File: config.mk
export PLATFORM = sky130hd
export DESIGN_NAME = sapi_converter
export DESIGN_NICKNAME = d
export VERILOG_FILES = /design/src/pkg/sapi_pkg.sv /design/src/logic/sapi_sar_step.sv /design/src/logic/sapi_byte_mux.sv /design/src/logic/sapi_converter.sv
export SDC_FILE = /design/constraint.sdc
export NUM_CORES = 1
export LEC_CHECK = 0
export CORE_AREA = 2 2 86 88
export DETAILED_ROUTE_END_ITERATION = 7
export DIE_AREA = 0 0 88 90
export DONT_BUFFER_PORTS = 1
export SETUP_SLACK_MARGIN = 0.4
export SLEW_MARGIN = 25
export SYNTH_ARGS = -nofsm -noshare
export SYNTH_HDL_FRONTEND = slang
export SYNTH_SLANG_ARGS = --single-unit
export TNS_END_PERCENT = 50
File: constraint.sdc
create_clock -name clock -period 1.7 [get_ports clock]
set_input_delay 0.085 -clock clock [delete_from_list [all_inputs] [get_ports clock]]
set_output_delay 0.085 -clock clock [all_outputs]
set_load 0.02 [all_outputs]
File: src/pkg/sapi_pkg.sv
// Purpose: Shared constants and carriers for the parallel-output converter control block
// Assumes: 40 MHz system clock
// Notes: Times kept in ns, cycle counts derived from the clock rate
package sapi_pkg;
  localparam int RES_BITS = 12;
  localparam int CLK_PERIOD_NS = 25;
  localparam int CONV_TIME_NS = 2700;
  localparam int ACQ_TIME_NS = 600;
  localparam int THROUGHPUT_SPS = 300000;
  // Longest time rounds down
  localparam int CONV_CYCLES = CONV_TIME_NS / CLK_PERIOD_NS;
  // Least time rounds up
  localparam int ACQ_CYCLES = (ACQ_TIME_NS + CLK_PERIOD_NS - 1) / CLK_PERIOD_NS;
  localparam int MIN_PERIOD_CYCLES = (1000000000 / THROUGHPUT_SPS + CLK_PERIOD_NS - 1)
    / CLK_PERIOD_NS;
  // Sampling phase plus BIT_CYCLES cycles per bit plus latch cycle must fit CONV_CYCLES
  localparam int BIT_CYCLES = (CONV_CYCLES - 2) / RES_BITS;
  localparam logic [RES_BITS-1:0] RESULT_RESET = 12'h000;
  localparam logic [RES_BITS-1:0] MIDSCALE = 12'h800;

  typedef enum logic [3:0] {
    SAPI_IDLE = 4'b0001,
    SAPI_SAMPLE = 4'b0010,
    SAPI_CONVERT = 4'b0100,
    SAPI_LATCH = 4'b1000
  } sapi_state_e;

  typedef struct packed {
    logic chip_select_n;
    logic read_n;
    logic upper_byte_select;
  } sapi_host_s;

  typedef struct packed {
    logic [7:0] out;
    logic [7:0] oe;
  } sapi_data_s;
endpackage

File: src/logic/sapi_sar_step.sv
// Purpose: One successive approximation step over the approximation register
// Assumes: Comparator high means input at or above trial level
// Notes: Pure combinational helper
`timescale 1ns/1ps
module sapi_sar_step
  import sapi_pkg::*;
#(
  parameter int WIDTH = RES_BITS
) (
  input wire logic [WIDTH-1:0] approximation_register,
  input wire logic [$clog2(WIDTH)-1:0] bit_index,
  input wire logic compare_high,
  output logic [WIDTH-1:0] trial,
  output logic [WIDTH-1:0] decided
);
  always_comb begin
    trial = approximation_register;
    trial[bit_index] = 1'b1;
    decided = approximation_register;
    decided[bit_index] = compare_high;
  end
endmodule

File: src/logic/sapi_byte_mux.sv
// Purpose: Steers the held result onto the eight data pins
// Assumes: Result latches already hold a finished word
// Notes: Upper byte uses only the four shared lowest pins
`timescale 1ns/1ps
module sapi_byte_mux
  import sapi_pkg::*;
(
  input wire logic [RES_BITS-1:0] result_bits,
  input wire logic upper_byte_select,
  input wire logic drive,
  output sapi_data_s data
);
  always_comb begin
    data.oe = drive ? 8'hFF : 8'h00;
    if (upper_byte_select) begin
      data.out = {4'h0, result_bits[11:8]};
    end else begin
      data.out = result_bits[7:0];
    end
  end
endmodule

File: src/logic/sapi_converter.sv
// Purpose: Start, conversion sequencing and readout of a 12-bit SAR converter
// Assumes: Host pins synchronous to clock; comparator decision valid each bit step
// Notes: Conversion timing restarts at every accepted start command
`timescale 1ns/1ps
module sapi_converter
  import sapi_pkg::*;
#(
  parameter bit BIPOLAR = 1'b0
) (
  input wire logic clock,
  input wire logic arst_n,
  input wire sapi_host_s host,
  input wire logic compare_high,
  output logic [RES_BITS-1:0] dac_trial,
  output logic sample_hold,
  output logic busy_n,
  output logic [7:0] upper_data_pins,
  output logic [7:0] upper_data_oe,
  output logic [3:0] shared_low_data_pins,
  output logic [3:0] shared_low_data_oe
);
  localparam int IDX_W = $clog2(RES_BITS);
  localparam int STEP_W = $clog2(BIT_CYCLES + 1);

  sapi_state_e state;
  logic [RES_BITS-1:0] approximation_register;
  logic [RES_BITS-1:0] result_bits;
  logic [IDX_W-1:0] bit_index;
  logic [STEP_W-1:0] step_count;
  logic start_level;
  logic start_prev;
  logic start_edge;
  logic drive;
  logic [RES_BITS-1:0] trial;
  logic [RES_BITS-1:0] decided;
  sapi_data_s data;

  // Chip select gates starts and reads; upper select blocks starts
  assign start_level = !host.chip_select_n && !host.read_n && !host.upper_byte_select;
  // First cycle the condition is true is the sample instant
  assign start_edge = start_level && !start_prev;

  always_ff @(posedge clock or negedge arst_n) begin
    if (!arst_n) begin
      start_prev <= 1'b0;
    end else begin
      start_prev <= start_level;
    end
  end

  always_ff @(posedge clock or negedge arst_n) begin
    if (!arst_n) begin
      state <= SAPI_IDLE;
    end else begin
      unique case (state)
        SAPI_IDLE: begin
          // Starts only accepted when idle; running conversion cannot restart
          if (start_edge) begin
            state <= SAPI_SAMPLE;
          end
        end
        SAPI_SAMPLE: begin
          state <= SAPI_CONVERT;
        end
        SAPI_CONVERT: begin
          if (bit_index == IDX_W'(0) && step_count == STEP_W'(BIT_CYCLES - 1)) begin
            state <= SAPI_LATCH;
          end
        end
        SAPI_LATCH: begin
          state <= SAPI_IDLE;
        end
      endcase
    end
  end

  // Bit timer restarts at every accepted start, never free-running
  always_ff @(posedge clock or negedge arst_n) begin
    if (!arst_n) begin
      step_count <= '0;
      bit_index <= IDX_W'(RES_BITS - 1);
    end else if (state == SAPI_SAMPLE) begin
      step_count <= '0;
      bit_index <= IDX_W'(RES_BITS - 1);
    end else if (state == SAPI_CONVERT) begin
      if (step_count == STEP_W'(BIT_CYCLES - 1)) begin
        step_count <= '0;
        if (bit_index != IDX_W'(0)) begin
          bit_index <= bit_index - IDX_W'(1);
        end
      end else begin
        step_count <= step_count + STEP_W'(1);
      end
    end
  end

  sapi_sar_step #(
    .WIDTH(RES_BITS)
  ) u_step (
    .approximation_register(approximation_register),
    .bit_index(bit_index),
    .compare_high(compare_high),
    .trial(trial),
    .decided(decided)
  );

  // Cleared at start, one decision per bit at the end of its step
  always_ff @(posedge clock or negedge arst_n) begin
    if (!arst_n) begin
      approximation_register <= RESULT_RESET;
    end else if (state == SAPI_SAMPLE) begin
      approximation_register <= RESULT_RESET;
    end else if (state == SAPI_CONVERT && step_count == STEP_W'(BIT_CYCLES - 1)) begin
      approximation_register <= decided;
    end
  end

  // Bipolar code flips MSB to reach two's complement around midscale
  always_ff @(posedge clock or negedge arst_n) begin
    if (!arst_n) begin
      result_bits <= RESULT_RESET;
    end else if (state == SAPI_LATCH) begin
      if (BIPOLAR) begin
        result_bits <= approximation_register ^ MIDSCALE;
      end else begin
        result_bits <= approximation_register;
      end
    end
  end

  // Trial level registered in CONVERT, so the DAC sees it one cycle late, up to LATCH
  always_ff @(posedge clock or negedge arst_n) begin
    if (!arst_n) begin
      dac_trial <= RESULT_RESET;
    end else if (state == SAPI_CONVERT) begin
      dac_trial <= trial;
    end else begin
      dac_trial <= RESULT_RESET;
    end
  end

  // Hold opens again after latch so acquisition runs between conversions
  assign sample_hold = (state != SAPI_IDLE);
  assign busy_n = (state == SAPI_IDLE);

  // Outputs enabled whenever read and chip select are low, start included
  assign drive = !host.chip_select_n && !host.read_n;

  sapi_byte_mux u_mux (
    .result_bits(result_bits),
    .upper_byte_select(host.upper_byte_select),
    .drive(drive),
    .data(data)
  );

  // Twelve-bit word split over a byte-wide path
  always_comb begin
    upper_data_pins = {result_bits[11:8], data.out[7:4]};
    upper_data_oe = data.oe;
    shared_low_data_pins = data.out[3:0];
    shared_low_data_oe = data.oe[3:0];
  end
endmodule

==> flow_summary_export.csv, run 1 <==
group,metric,value,unit
cells_and_area,post-route-util,0.408,
route,drt-met1-wl,2360,µm
power,p_leak,1.39,nW
critical_path,crit_path_max_fanout,7,
route,route.met3.wl,258,µm
cells_and_area,seqCellArea,1230,µm²
route,top_layer_used,"met4",
timing,relSlewSlack,0.636,
synth,yosysTopAreaCellShare,0.475,
route,drt_iter0_markers,70,
critical_path,critPathCaptureType,"register",
place,portBuffers,0,
route,viasPerCell,4.91,
grt,antenna_found_initial,0,
critical_path,r2r_end,"step_count[0]",
cells_and_area,stdcell_count,326,
clocking,cts.reportedPaths.clkPinSlew,0.08,ns
route,firstDrtPassIters,4,
power,peakVddDrop,0.000307,V
critical_path,regToRegSetupSlack,0.08,ns
cells_and_area,layout-area-overhead-vs-synth,20.8,%
place,dpl.hpwl,3280,µm
critical_path,worstSetupEndpoint,"step_count[0]",
cells_and_area,layout-drive-gt1-share,0.308,
timing,rsz0062_at_grt,"yes",
critical_path,cp.arrival,1.85,ns
synth,synth_area_per_cell,11.0,µm²
critical_path,reg2reg_depth,3,
critical_path,required,1.94,ns
power,total_power,2.14,mW
clocking,cts_made_buffers,5,
floorplan,start_util,0.338,
floorplan,die_height,90,µm
critical_path,start_kind,"register",
timing,fin_setup_tns,0,ns
grt,grt_pass1_vias,1577,
grt,grt_pass1_wl,8110,µm
route,wl_per_cell,15.3,µm
cells_and_area,antenna_cells,0,
synth,seq_area_frac_synth,0.519,
timing,fin_worst_skew,0.00527,ns
grt,grt_max_degree,50,
floorplan,core,7020,µm²
synth,syn_nets,227,
route,met2_wirelength,2340,µm
route,drt-total-wl,5000,µm
cells_and_area,nFillCells,676,
timing,period_share,0.951,
synth,yosys-top-cells-area,"dfrtp_1 (47%), mux2_2 (7.6%), mux2i_1 (6.3%)",
critical_path,path_class,"reg2reg",
clocking,htree_levels,2,
status,status,"completed",
grt,grt_overflow_total,0,
timing,fmax,619,MHz
clocking,cts_tree,"yes",
flow_run,maxCapViolCount,0,
min_path,hp-class,"in2reg",
grt,grt_usage,0.133,
timing,tightest_slew,0.538,ns
floorplan,pin_count,44,
synth,synth_top_area_cell,"dfrtp_1",
critical_path,r2r-start,"state[1]",
synth,yosys_warnings,0,
critical_path,crit_start,"state[1]",
synth,synthCells,216,
floorplan,die_area,7920,µm²
timing,slew_viol_final,0,
clocking,cts.sinks,49,
route,drc_errors,0,
cells_and_area,multi_input_area,1050,µm²
cells_and_area,nNetsFinal,237,
route,antenna_left,0,
route,via_count,1601,
clocking,cts_root_buffer,"clkbuf_8",
timing,hold_viol_final,0,
place,gp_congestion,0.785,
clocking,ctsLongestPathBuffers,2,
floorplan,fp-row-count,31,
clocking,clkLatencyLatePin,0.31,ns
place,dp_cells,303,
synth,syn_area,2370,µm²
power,p_per_area,746,nW/µm²
timing,min_period,1.62,ns
synth,ys_ff_latch,49,
timing,setup-violations-final,0,
floorplan,fp.dieW,88,µm
synth,synth.distinct_cells,34,
[cells in the mapped netlist]
master	instances
a21o_1	1
a21oi_1	13
and3_1	2
and3b_1	1
buf_1	1
buf_2	5
buf_4	16
clkbuf_1	6
clkbuf_2	1
dfrtp_1	45
dfstp_2	4
ha_1	5
inv_1	4
mux2_2	16
mux2i_1	15
nand2_1	18
nand2b_1	1
nand3_1	3
nand4_1	12
nor2_1	20
nor2b_1	6
nor3_1	2
nor3b_1	1
nor3b_4	1
nor4b_1	2
nor4b_2	1
nor4b_4	1
o211ai_1	1
o21a_1	1
o21ai_0	4
o41ai_1	2
or3_1	2
or4b_1	2
xor2_1	1
[per-stage QoR]
stage | cell area, µm² | worst slack (ns) | hold WS, ns
floorplan | 2440 | 0.0992 | -0.211
global placement | 2500 | 0.129 | -0.209
detailed placement | 2500 | 0.0773 | -0.209
CTS | 2800 | 0.0890 | 0.0303
global route | 2870 | 0.0357 | 0.0257
finish | 2870 | 0.0839 | 0.0439
[final cells by class]
type | instances | share of cell area
multi-input combinational | 134 | 0.366
tap | 99 | 0.0432
inverter | 4 | 0.00611
timing repair buffer | 32 | 0.114
clock inverter | 1 | 0.0105
clock buffer | 7 | 0.0301
sequential | 49 | 0.430
[worst max-delay path, cell delays in order (launching register included)]
cell and delay, ns:
dfrtp_2 0.42, or4b_4 0.61, or3_1 0.38, a21oi_2 0.13
[where the power goes]
group          total (mW)  leakage [nW]  internal [mW]  switching (mW)
Combinational      0.0908         0.712         0.0296          0.0612
Sequential           1.19         0.616           1.18          0.0161
Clock               0.853        0.0585          0.480           0.374
Total                2.14          1.39           1.69           0.451
[kinds of logic after synthesis]
kind of cell | count (synthesis) | share of synthesized area
AND/OR/NAND/NOR | 75 | 0.178
XOR/XNOR | 1 | 0.00369
flip-flops | 49 | 0.519
buffers and inverters | 33 | 0.0807
adder cells (fa/ha/maj) | 5 | 0.0264
AO/OA/AOI/OAI | 22 | 0.0527
multiplexers | 31 | 0.139
[worst min-delay path by stage]
stage / start / to / depth (start not counted)
2_1_floorplan: arst_n / approximation_register[0] / 0
3_3_place_gp: arst_n / result_bits[5] / 0
3_5_place_dp: arst_n / result_bits[5] / 0
4_1_cts: compare_high / approximation_register[8] / 2
5_1_grt: compare_high / approximation_register[3] / 2
6_report: compare_high / approximation_register[8] / 2
[flip-flops by register name (all words and copies together), names as in the netlist]
name,cells
bit_index,4
approximation_register,12
start_prev,1
state,4
step_count,4
result_bits,12
dac_trial,12
[cells in the final DEF, fill, tap and decap left out, types with 2 or more instances in the layout]
master,instances
nor3_1,2
nand2_1,17
nor2b_1,6
buf_6,8
clkbuf_8,6
buf_12,2
nor2_1,19
buf_4,16
dfstp_2,4
ha_1,5
dlygate4sd3_1,5
mux2_4,7
a21oi_2,2
nor4b_4,3
nand3_1,2
mux2i_1,15
a21oi_1,11
nand4_1,12
inv_1,3
dfrtp_1,44
mux2_2,9
o21ai_0,2
o21ai_1,2
o41ai_1,2
[per-layer routing]
metal,track usage,vias to the layer above
li1,-,758
met5,0,-
met3,0.0450,4
met1,0.188,800
met4,0.0308,0
met2,0.196,39
[what timing repair did]
item                                    CTS  global route
cloned                                    1             0
hold buffers                              6             0
gates resized for setup                  10            18
hold endpoints to repair                 51             0
setup buffers                             7             1
pin swaps                                 2             4
endpoints found under the setup margin   48            50
(Power assumes the default switching activity.)
==> inputs of run 2 (changes only) <==
--- a/config.mk
+++ b/config.mk
@@ -5,9 +5,10 @@
 export SDC_FILE = /design/constraint.sdc
 export NUM_CORES = 1
 export LEC_CHECK = 0
-export CORE_AREA = 2 2 86 88
+export ABC_AREA = 1
+export CORE_AREA = 2 2 90 92
 export DETAILED_ROUTE_END_ITERATION = 7
-export DIE_AREA = 0 0 88 90
+export DIE_AREA = 0 0 92 94
 export DONT_BUFFER_PORTS = 1
 export SETUP_SLACK_MARGIN = 0.4
 export SLEW_MARGIN = 25
==> flow_summary_export.csv, run 2 <==
group,metric,value,unit
status,status,"completed",
floorplan,pin_count,44,
cells_and_area,top_regs,"approximation_register x12, dac_trial x12, result_bits x12",
critical_path,reg2reg_depth,6,
synth,synthCells,341,
synth,yosysTopAreaCellShare,0.435,
critical_path,regToRegSetupSlack,0.31,ns
place,dpl.hpwl,3550,µm
synth,async_reset_ff_frac,1.00,
synth,yosys-top-cells-count,"nand2_1 (104), inv_1 (46), dfrtp_1 (45), nor2_1 (43), nand3_1 (25)",
timing,fin_worst_skew,0.00655,ns
timing,rsz0062_at_grt,"yes",
critical_path,r2r-start,"bit_index[3]",
grt,grt_usage,0.135,
timing,tightest_slew,0.658,ns
synth,synth_area_per_cell,7.60,µm²
critical_path,required,1.62,ns
route,drt-total-wl,6210,µm
synth,synth.area.mux_share,0,
timing,min_period,1.39,ns
clocking,htree_levels,2,
grt,grt_pass1_wl,9290,µm
cells_and_area,stdcell_count,469,
critical_path,critPathCaptureType,"output pin",
cells_and_area,antenna_cells,0,
synth,synth.distinct_cells,26,
route,antenna_left,0,
synth,synth-main-ff-cell,"dfrtp_1",
cells_and_area,final_cell_mix,"nand2_1 (80), dfrtp_1 (43), inv_1 (41)",
clocking,cts_made_buffers,5,
floorplan,start_util,0.341,
synth,synth_xor_area_frac,0.00676,
synth,yosys.cell_count.top_type,"nand2_1",
power,total_power,3.93,mW
floorplan,fp-row-count,32,
min_path,min_from,"compare_high",
grt,grt_pass1_vias,1977,
timing,period_share,0.816,
cells_and_area,layout-drive-gt1-share,0.332,
synth,syn_area,2590,µm²
critical_path,path_class,"reg2out",
floorplan,die_height,94,µm
timing,fin_setup_tns,0,ns
timing,hold_viol_final,0,
synth,synth_edf_count,0,
cells_and_area,mostFrequentLayoutCell,"nand2_1",
floorplan,core,7610,µm²
route,wl_per_cell,13.2,µm
synth,synthAdderAreaFrac,0.0241,
floorplan,die_area,8650,µm²
critical_path,crit_start,"state[3]",
synth,ys_ff_latch,49,
critical_path,crit_path_max_fanout,3,
clocking,cts_tree,"yes",
synth,synth-simple-area-share,0.307,
critical_path,worstSetupEndpoint,"sample_hold",
min_path,hp-class,"in2reg",
synth,seq_area_frac_synth,0.475,
power,p_per_area,1150,nW/µm²
route,firstDrtPassIters,4,
floorplan,fp.dieW,92,µm
route,drt_iter0_markers,90,
power,peakVddDrop,0.000409,V
critical_path,cp.arrival,1.30,ns
route,via_count,2119,
power,p_leak,1.69,nW
timing,relSlewSlack,0.565,
timing,fmax,721,MHz
clocking,cts_root_buffer,"clkbuf_8",
grt,grt_overflow_total,0,
grt,grt_max_degree,50,
place,dp_cells,423,
clocking,clkLatencyLatePin,0.31,ns
synth,yosys-top-cells-area,"dfrtp_1 (43%), nand2_1 (15%), inv_1 (6.7%)",
grt,antenna_found_initial,0,
route,viasPerCell,4.52,
clocking,cts.reportedPaths.clkPinSlew,0.08,ns
place,gp_congestion,0.813,
clocking,ctsLongestPathBuffers,2,
flow_run,maxCapViolCount,0,
cells_and_area,nNetsFinal,377,
synth,synth_top_family_by_area,"simple AND/OR/NAND/NOR gates",
timing,setup-violations-final,0,
synth,yosys_warnings,0,
synth,syn_nets,352,
critical_path,r2r_end,"dac_trial[7]",
synth,synth_compound_area_frac,0.0415,
synth,synth_top_area_cell,"dfrtp_1",
timing,slew_viol_final,0,
critical_path,start_kind,"register",
clocking,cts.sinks,49,
place,portBuffers,0,
cells_and_area,layout-area-overhead-vs-synth,31.9,%
route,drc_errors,0,
## run 2: cell types whose count changed in the layout (fill, tap and decap cells not counted), sizes merged, moves of 10 or more
cell,before,now
nor2,20,50
mux2,16,0
mux2i,15,0
nand4,12,1
nand2,18,108
inv,4,48
buf,27,37
o21ai,4,15
nand3,3,27
## run 2: layer usage
metal | track usage | wire (µm) | part of all wire
met1 | 0.172 | 2680 | 0.43
met2 | 0.230 | 3130 | 0.50
met3 | 0.0209 | 291 | 0.047
met4 | 0.0572 | 109 | 0.018
met5 | 0 | 0 | 0
## run 2: worst max-delay path, cell delays in order (launching register included)
cell and delay (ns):
dfrtp_1 0.43, inv_2 0.08, nand2_2 0.06, nor3_4 0.21, buf_6 0.16, inv_4 0.05
## run 2: layout make-up
type | count | area (µm²)
Multi-Input combinational cell | 216 | 1320
Timing Repair Buffer | 44 | 453
Fill cell | 710 | 4190
Clock buffer | 8 | 90.1
Inverter | 50 | 196
Tap cell | 102 | 128
Sequential cell | 49 | 1230
## run 2: what timing repair did
action	CTS	global route
buffers inserted	13	14
gates resized for setup	37	61
gates cloned	1	5
setup endpoints to repair	26	42
hold endpoints to repair	51	0
hold buffers	5	0
pin swaps	8	39
## run 2: how the worst min path moves through the flow
stage,to,cells past startpoint
3_5_place_dp,result_bits[7],0
3_3_place_gp,result_bits[5],0
5_1_grt,approximation_register[7],4
4_1_cts,approximation_register[7],4
2_1_floorplan,approximation_register[0],0
6_report,approximation_register[6],4
## run 2: cells by family (layout without fill, tap and decap cells)
| logic type | Yosys count | after routing |
|---|---|---|
| adders and majority gates | 5 | 5 |
| AOI/OAI and AO/OA | 21 | 21 |
| xor gates and xnor gates | 2 | 2 |
| buffers and inverters | 77 | 102 |
| and+or+nand+nor | 187 | 188 |
| DFF | 49 | 49 |
## run 2: where the power goes
group	leakage [nW]	total [mW]	internal [mW]	switching [mW]
clock	0.0455	0.705	0.332	0.372
sequential	0.659	1.47	1.31	0.166
combinational	0.988	1.76	0.745	1.01
## run 2: through the flow
| stage | instance area [µm²] | hold WS [ns] | utilization | worst slack, ns |
|---|---|---|---|---|
| 3_5_place_dp | 2600 | -0.209 | 0.342 | 0.190 |
| 4_1_cts | 3000 | 0.0107 | 0.394 | 0.339 |
| 6_report | 3420 | 0.00414 | 0.449 | 0.312 |
| 5_1_grt | 3420 | 0.0421 | 0.449 | 0.258 |
| 2_1_floorplan | 2600 | -0.211 | - | 0.352 |
| 3_3_place_gp | 2600 | -0.209 | 0.342 | 0.194 |
==> inputs of run 3 (changes only) <==
==> constraint.sdc (replaced) <==
create_clock -name clock -period 1.45 [get_ports clock]
set_input_delay 0.0725 -clock clock [delete_from_list [all_inputs] [get_ports clock]]
set_output_delay 0.0725 -clock clock [all_outputs]
set_load 0.02 [all_outputs]
==> flow_summary_export.csv, run 3 (synthesis results as in run 2) <==
group,metric,value,unit
critical_path,required,1.65,ns
grt,grt_pass1_wl,10200,µm
clocking,cts_root_buffer,"clkbuf_8",
floorplan,fp-row-count,32,
clocking,clkLatencyLatePin,0.30,ns
power,p_comb_frac,0.471,
power,intPower,2.86,mW
power,p_per_area,1360,nW/µm²
critical_path,path_class,"reg2reg",
route,drt-total-wl,6580,µm
cells_and_area,final_cell_mix,"nand2_1 (87), dfrtp_1 (43), inv_1 (40)",
place,gp_congestion,0.821,
timing,slew_viol_final,0,
grt,antenna_found_initial,0,
timing,hold_viol_final,49,
route,wl_per_cell,14.0,µm
floorplan,fp.dieW,92,µm
floorplan,pin_count,44,
cells_and_area,mostFrequentLayoutCell,"nand2_1",
status,violations,"negative hold slack",
timing,rsz0062_at_grt,"yes",
status,status,"finished with violations",
critical_path,start_kind,"register",
clocking,cts.reportedPaths.clkPinSlew,0.09,ns
critical_path,crit_path_max_fanout,7,
cells_and_area,layout-area-overhead-vs-synth,35.0,%
floorplan,die_area,8650,µm²
power,power_frac_clock,0.163,
flow_run,maxCapViolCount,0,
critical_path,max_stage_delay,0.64,ns
timing,setup-violations-final,0,
power,total_power,4.77,mW
cells_and_area,nNetsFinal,379,
clocking,ctsLongestPathBuffers,2,
clocking,cts-hold-fix-buffers,4,
critical_path,cpLargestDelayFamily,"flip-flops",
timing,period_share,0.962,
floorplan,core,7610,µm²
critical_path,path_cells,"inv_4 > ha_4 > nand2_8 > nand3_4 > nand3_2 > nand2_1",
clocking,cts_tree,"yes",
floorplan,die_height,94,µm
critical_path,cp.arrival,1.59,ns
route,via_count,2134,
timing,relSlewSlack,0.742,
clocking,cts_made_buffers,5,
timing,min_period,1.40,ns
place,portBuffers,0,
power,power.share.sequential,0.366,
min_path,hp-class,"in2async",
power,p_leak,1.71,nW
grt,grt_overflow_total,0,
route,viasPerCell,4.53,
grt,grt_max_degree,50,
timing,tightest_slew,0.385,ns
cells_and_area,post-route-util,0.460,
cells_and_area,layout-drive-gt1-share,0.352,
timing,fmax,717,MHz
floorplan,start_util,0.341,
route,drt_iter0_markers,113,
power,switchingPower,1.91,mW
power,peakVddDrop,0.000448,V
critical_path,critPathCaptureType,"register",
grt,grt_usage,0.146,
route,antenna_left,0,
timing,fin_worst_skew,0.00747,ns
place,dpl.hpwl,3680,µm
clocking,cts.sinks,49,
timing,holdWs,-0.544,ns
grt,grt_pass1_vias,2087,
route,drc_errors,0,
critical_path,crit_slowest_cell,"dfstp_2",
critical_path,path_buf_inv,1,
cells_and_area,top_regs,"approximation_register x12, dac_trial x12, result_bits x12",
route,firstDrtPassIters,4,
power,p_sw_frac,0.400,
cells_and_area,antenna_cells,0,
clocking,htree_levels,2,
==> run 3: changes by cell type in the layout (fill, tap and decap cells not counted), sizes merged <==
cell and change:
buf +3, clkbuf -3, clkinv +1, inv +1
==> run 3: metal layers <==
layer  up-vias  GRT usage  share of wire
met2        55      0.260           0.52
li1       1063          -              -
met1      1005      0.180           0.42
met4         0     0.0498          0.018
met5         -          0              0
met3        11     0.0241          0.046
==> run 3: metrics by stage <==
step	hold slack [ns]	setup WS [ns]	cell area [µm²]	TNS, ns	cells
floorplan	-0.223	0.203	2680	0	341
global placement	-0.222	0.0662	2730	0	425
detailed placement	-0.222	0.0275	2730	0	425
CTS	-0.553	0.0623	3200	0	455
global route	-0.562	-0.0156	3500	-0.0156	471
finish	-0.544	0.0546	3500	0	471
==> run 3: cell type report <==
type / count / area (µm²)
inverter: 50 / 198
clock buffer: 6 / 72.6
timing repair buffer: 46 / 478
multi-input combinational: 216 / 1380
clock inverter: 2 / 10.0
fill: 686 / 4110
tap: 102 / 128
sequential: 49 / 1230
==> run 3: what timing repair did <==
action                                  4_1_cts  5_1_grt
hold endpoints to repair                     52       49
resized for setup                            49       42
pin swaps                                    25       19
buffers inserted                             16       14
endpoints found under the setup margin       58       58
cloned                                        2        2
==> run 3: worst paths after layout <==
kind,to,slack (ns),start,cells after the start
setup / recovery,bit_index[2],0.05,bit_index[0],6
hold / removal,result_bits[8],-0.54,arst_n,0
setup reg to reg,bit_index[2],0.05,bit_index[0],6
hold reg to reg,result_bits[5],0.50,result_bits[5],2
max in group asynchronous,bit_index[0],1.80,arst_n,0
min in group clock,approximation_register[8],0.01,compare_high,4
==> run 3: power groups by stage <==
stage	registers [mW]	clock network [mW]	logic [mW]
6_report	1.74	0.778	2.25
3_3_place_gp	1.72	0	1.34
3_5_place_dp	1.73	0	1.36
2_1_floorplan	1.71	0	1.08
5_1_grt	1.76	0.850	2.44
4_1_cts	1.73	0.803	1.86
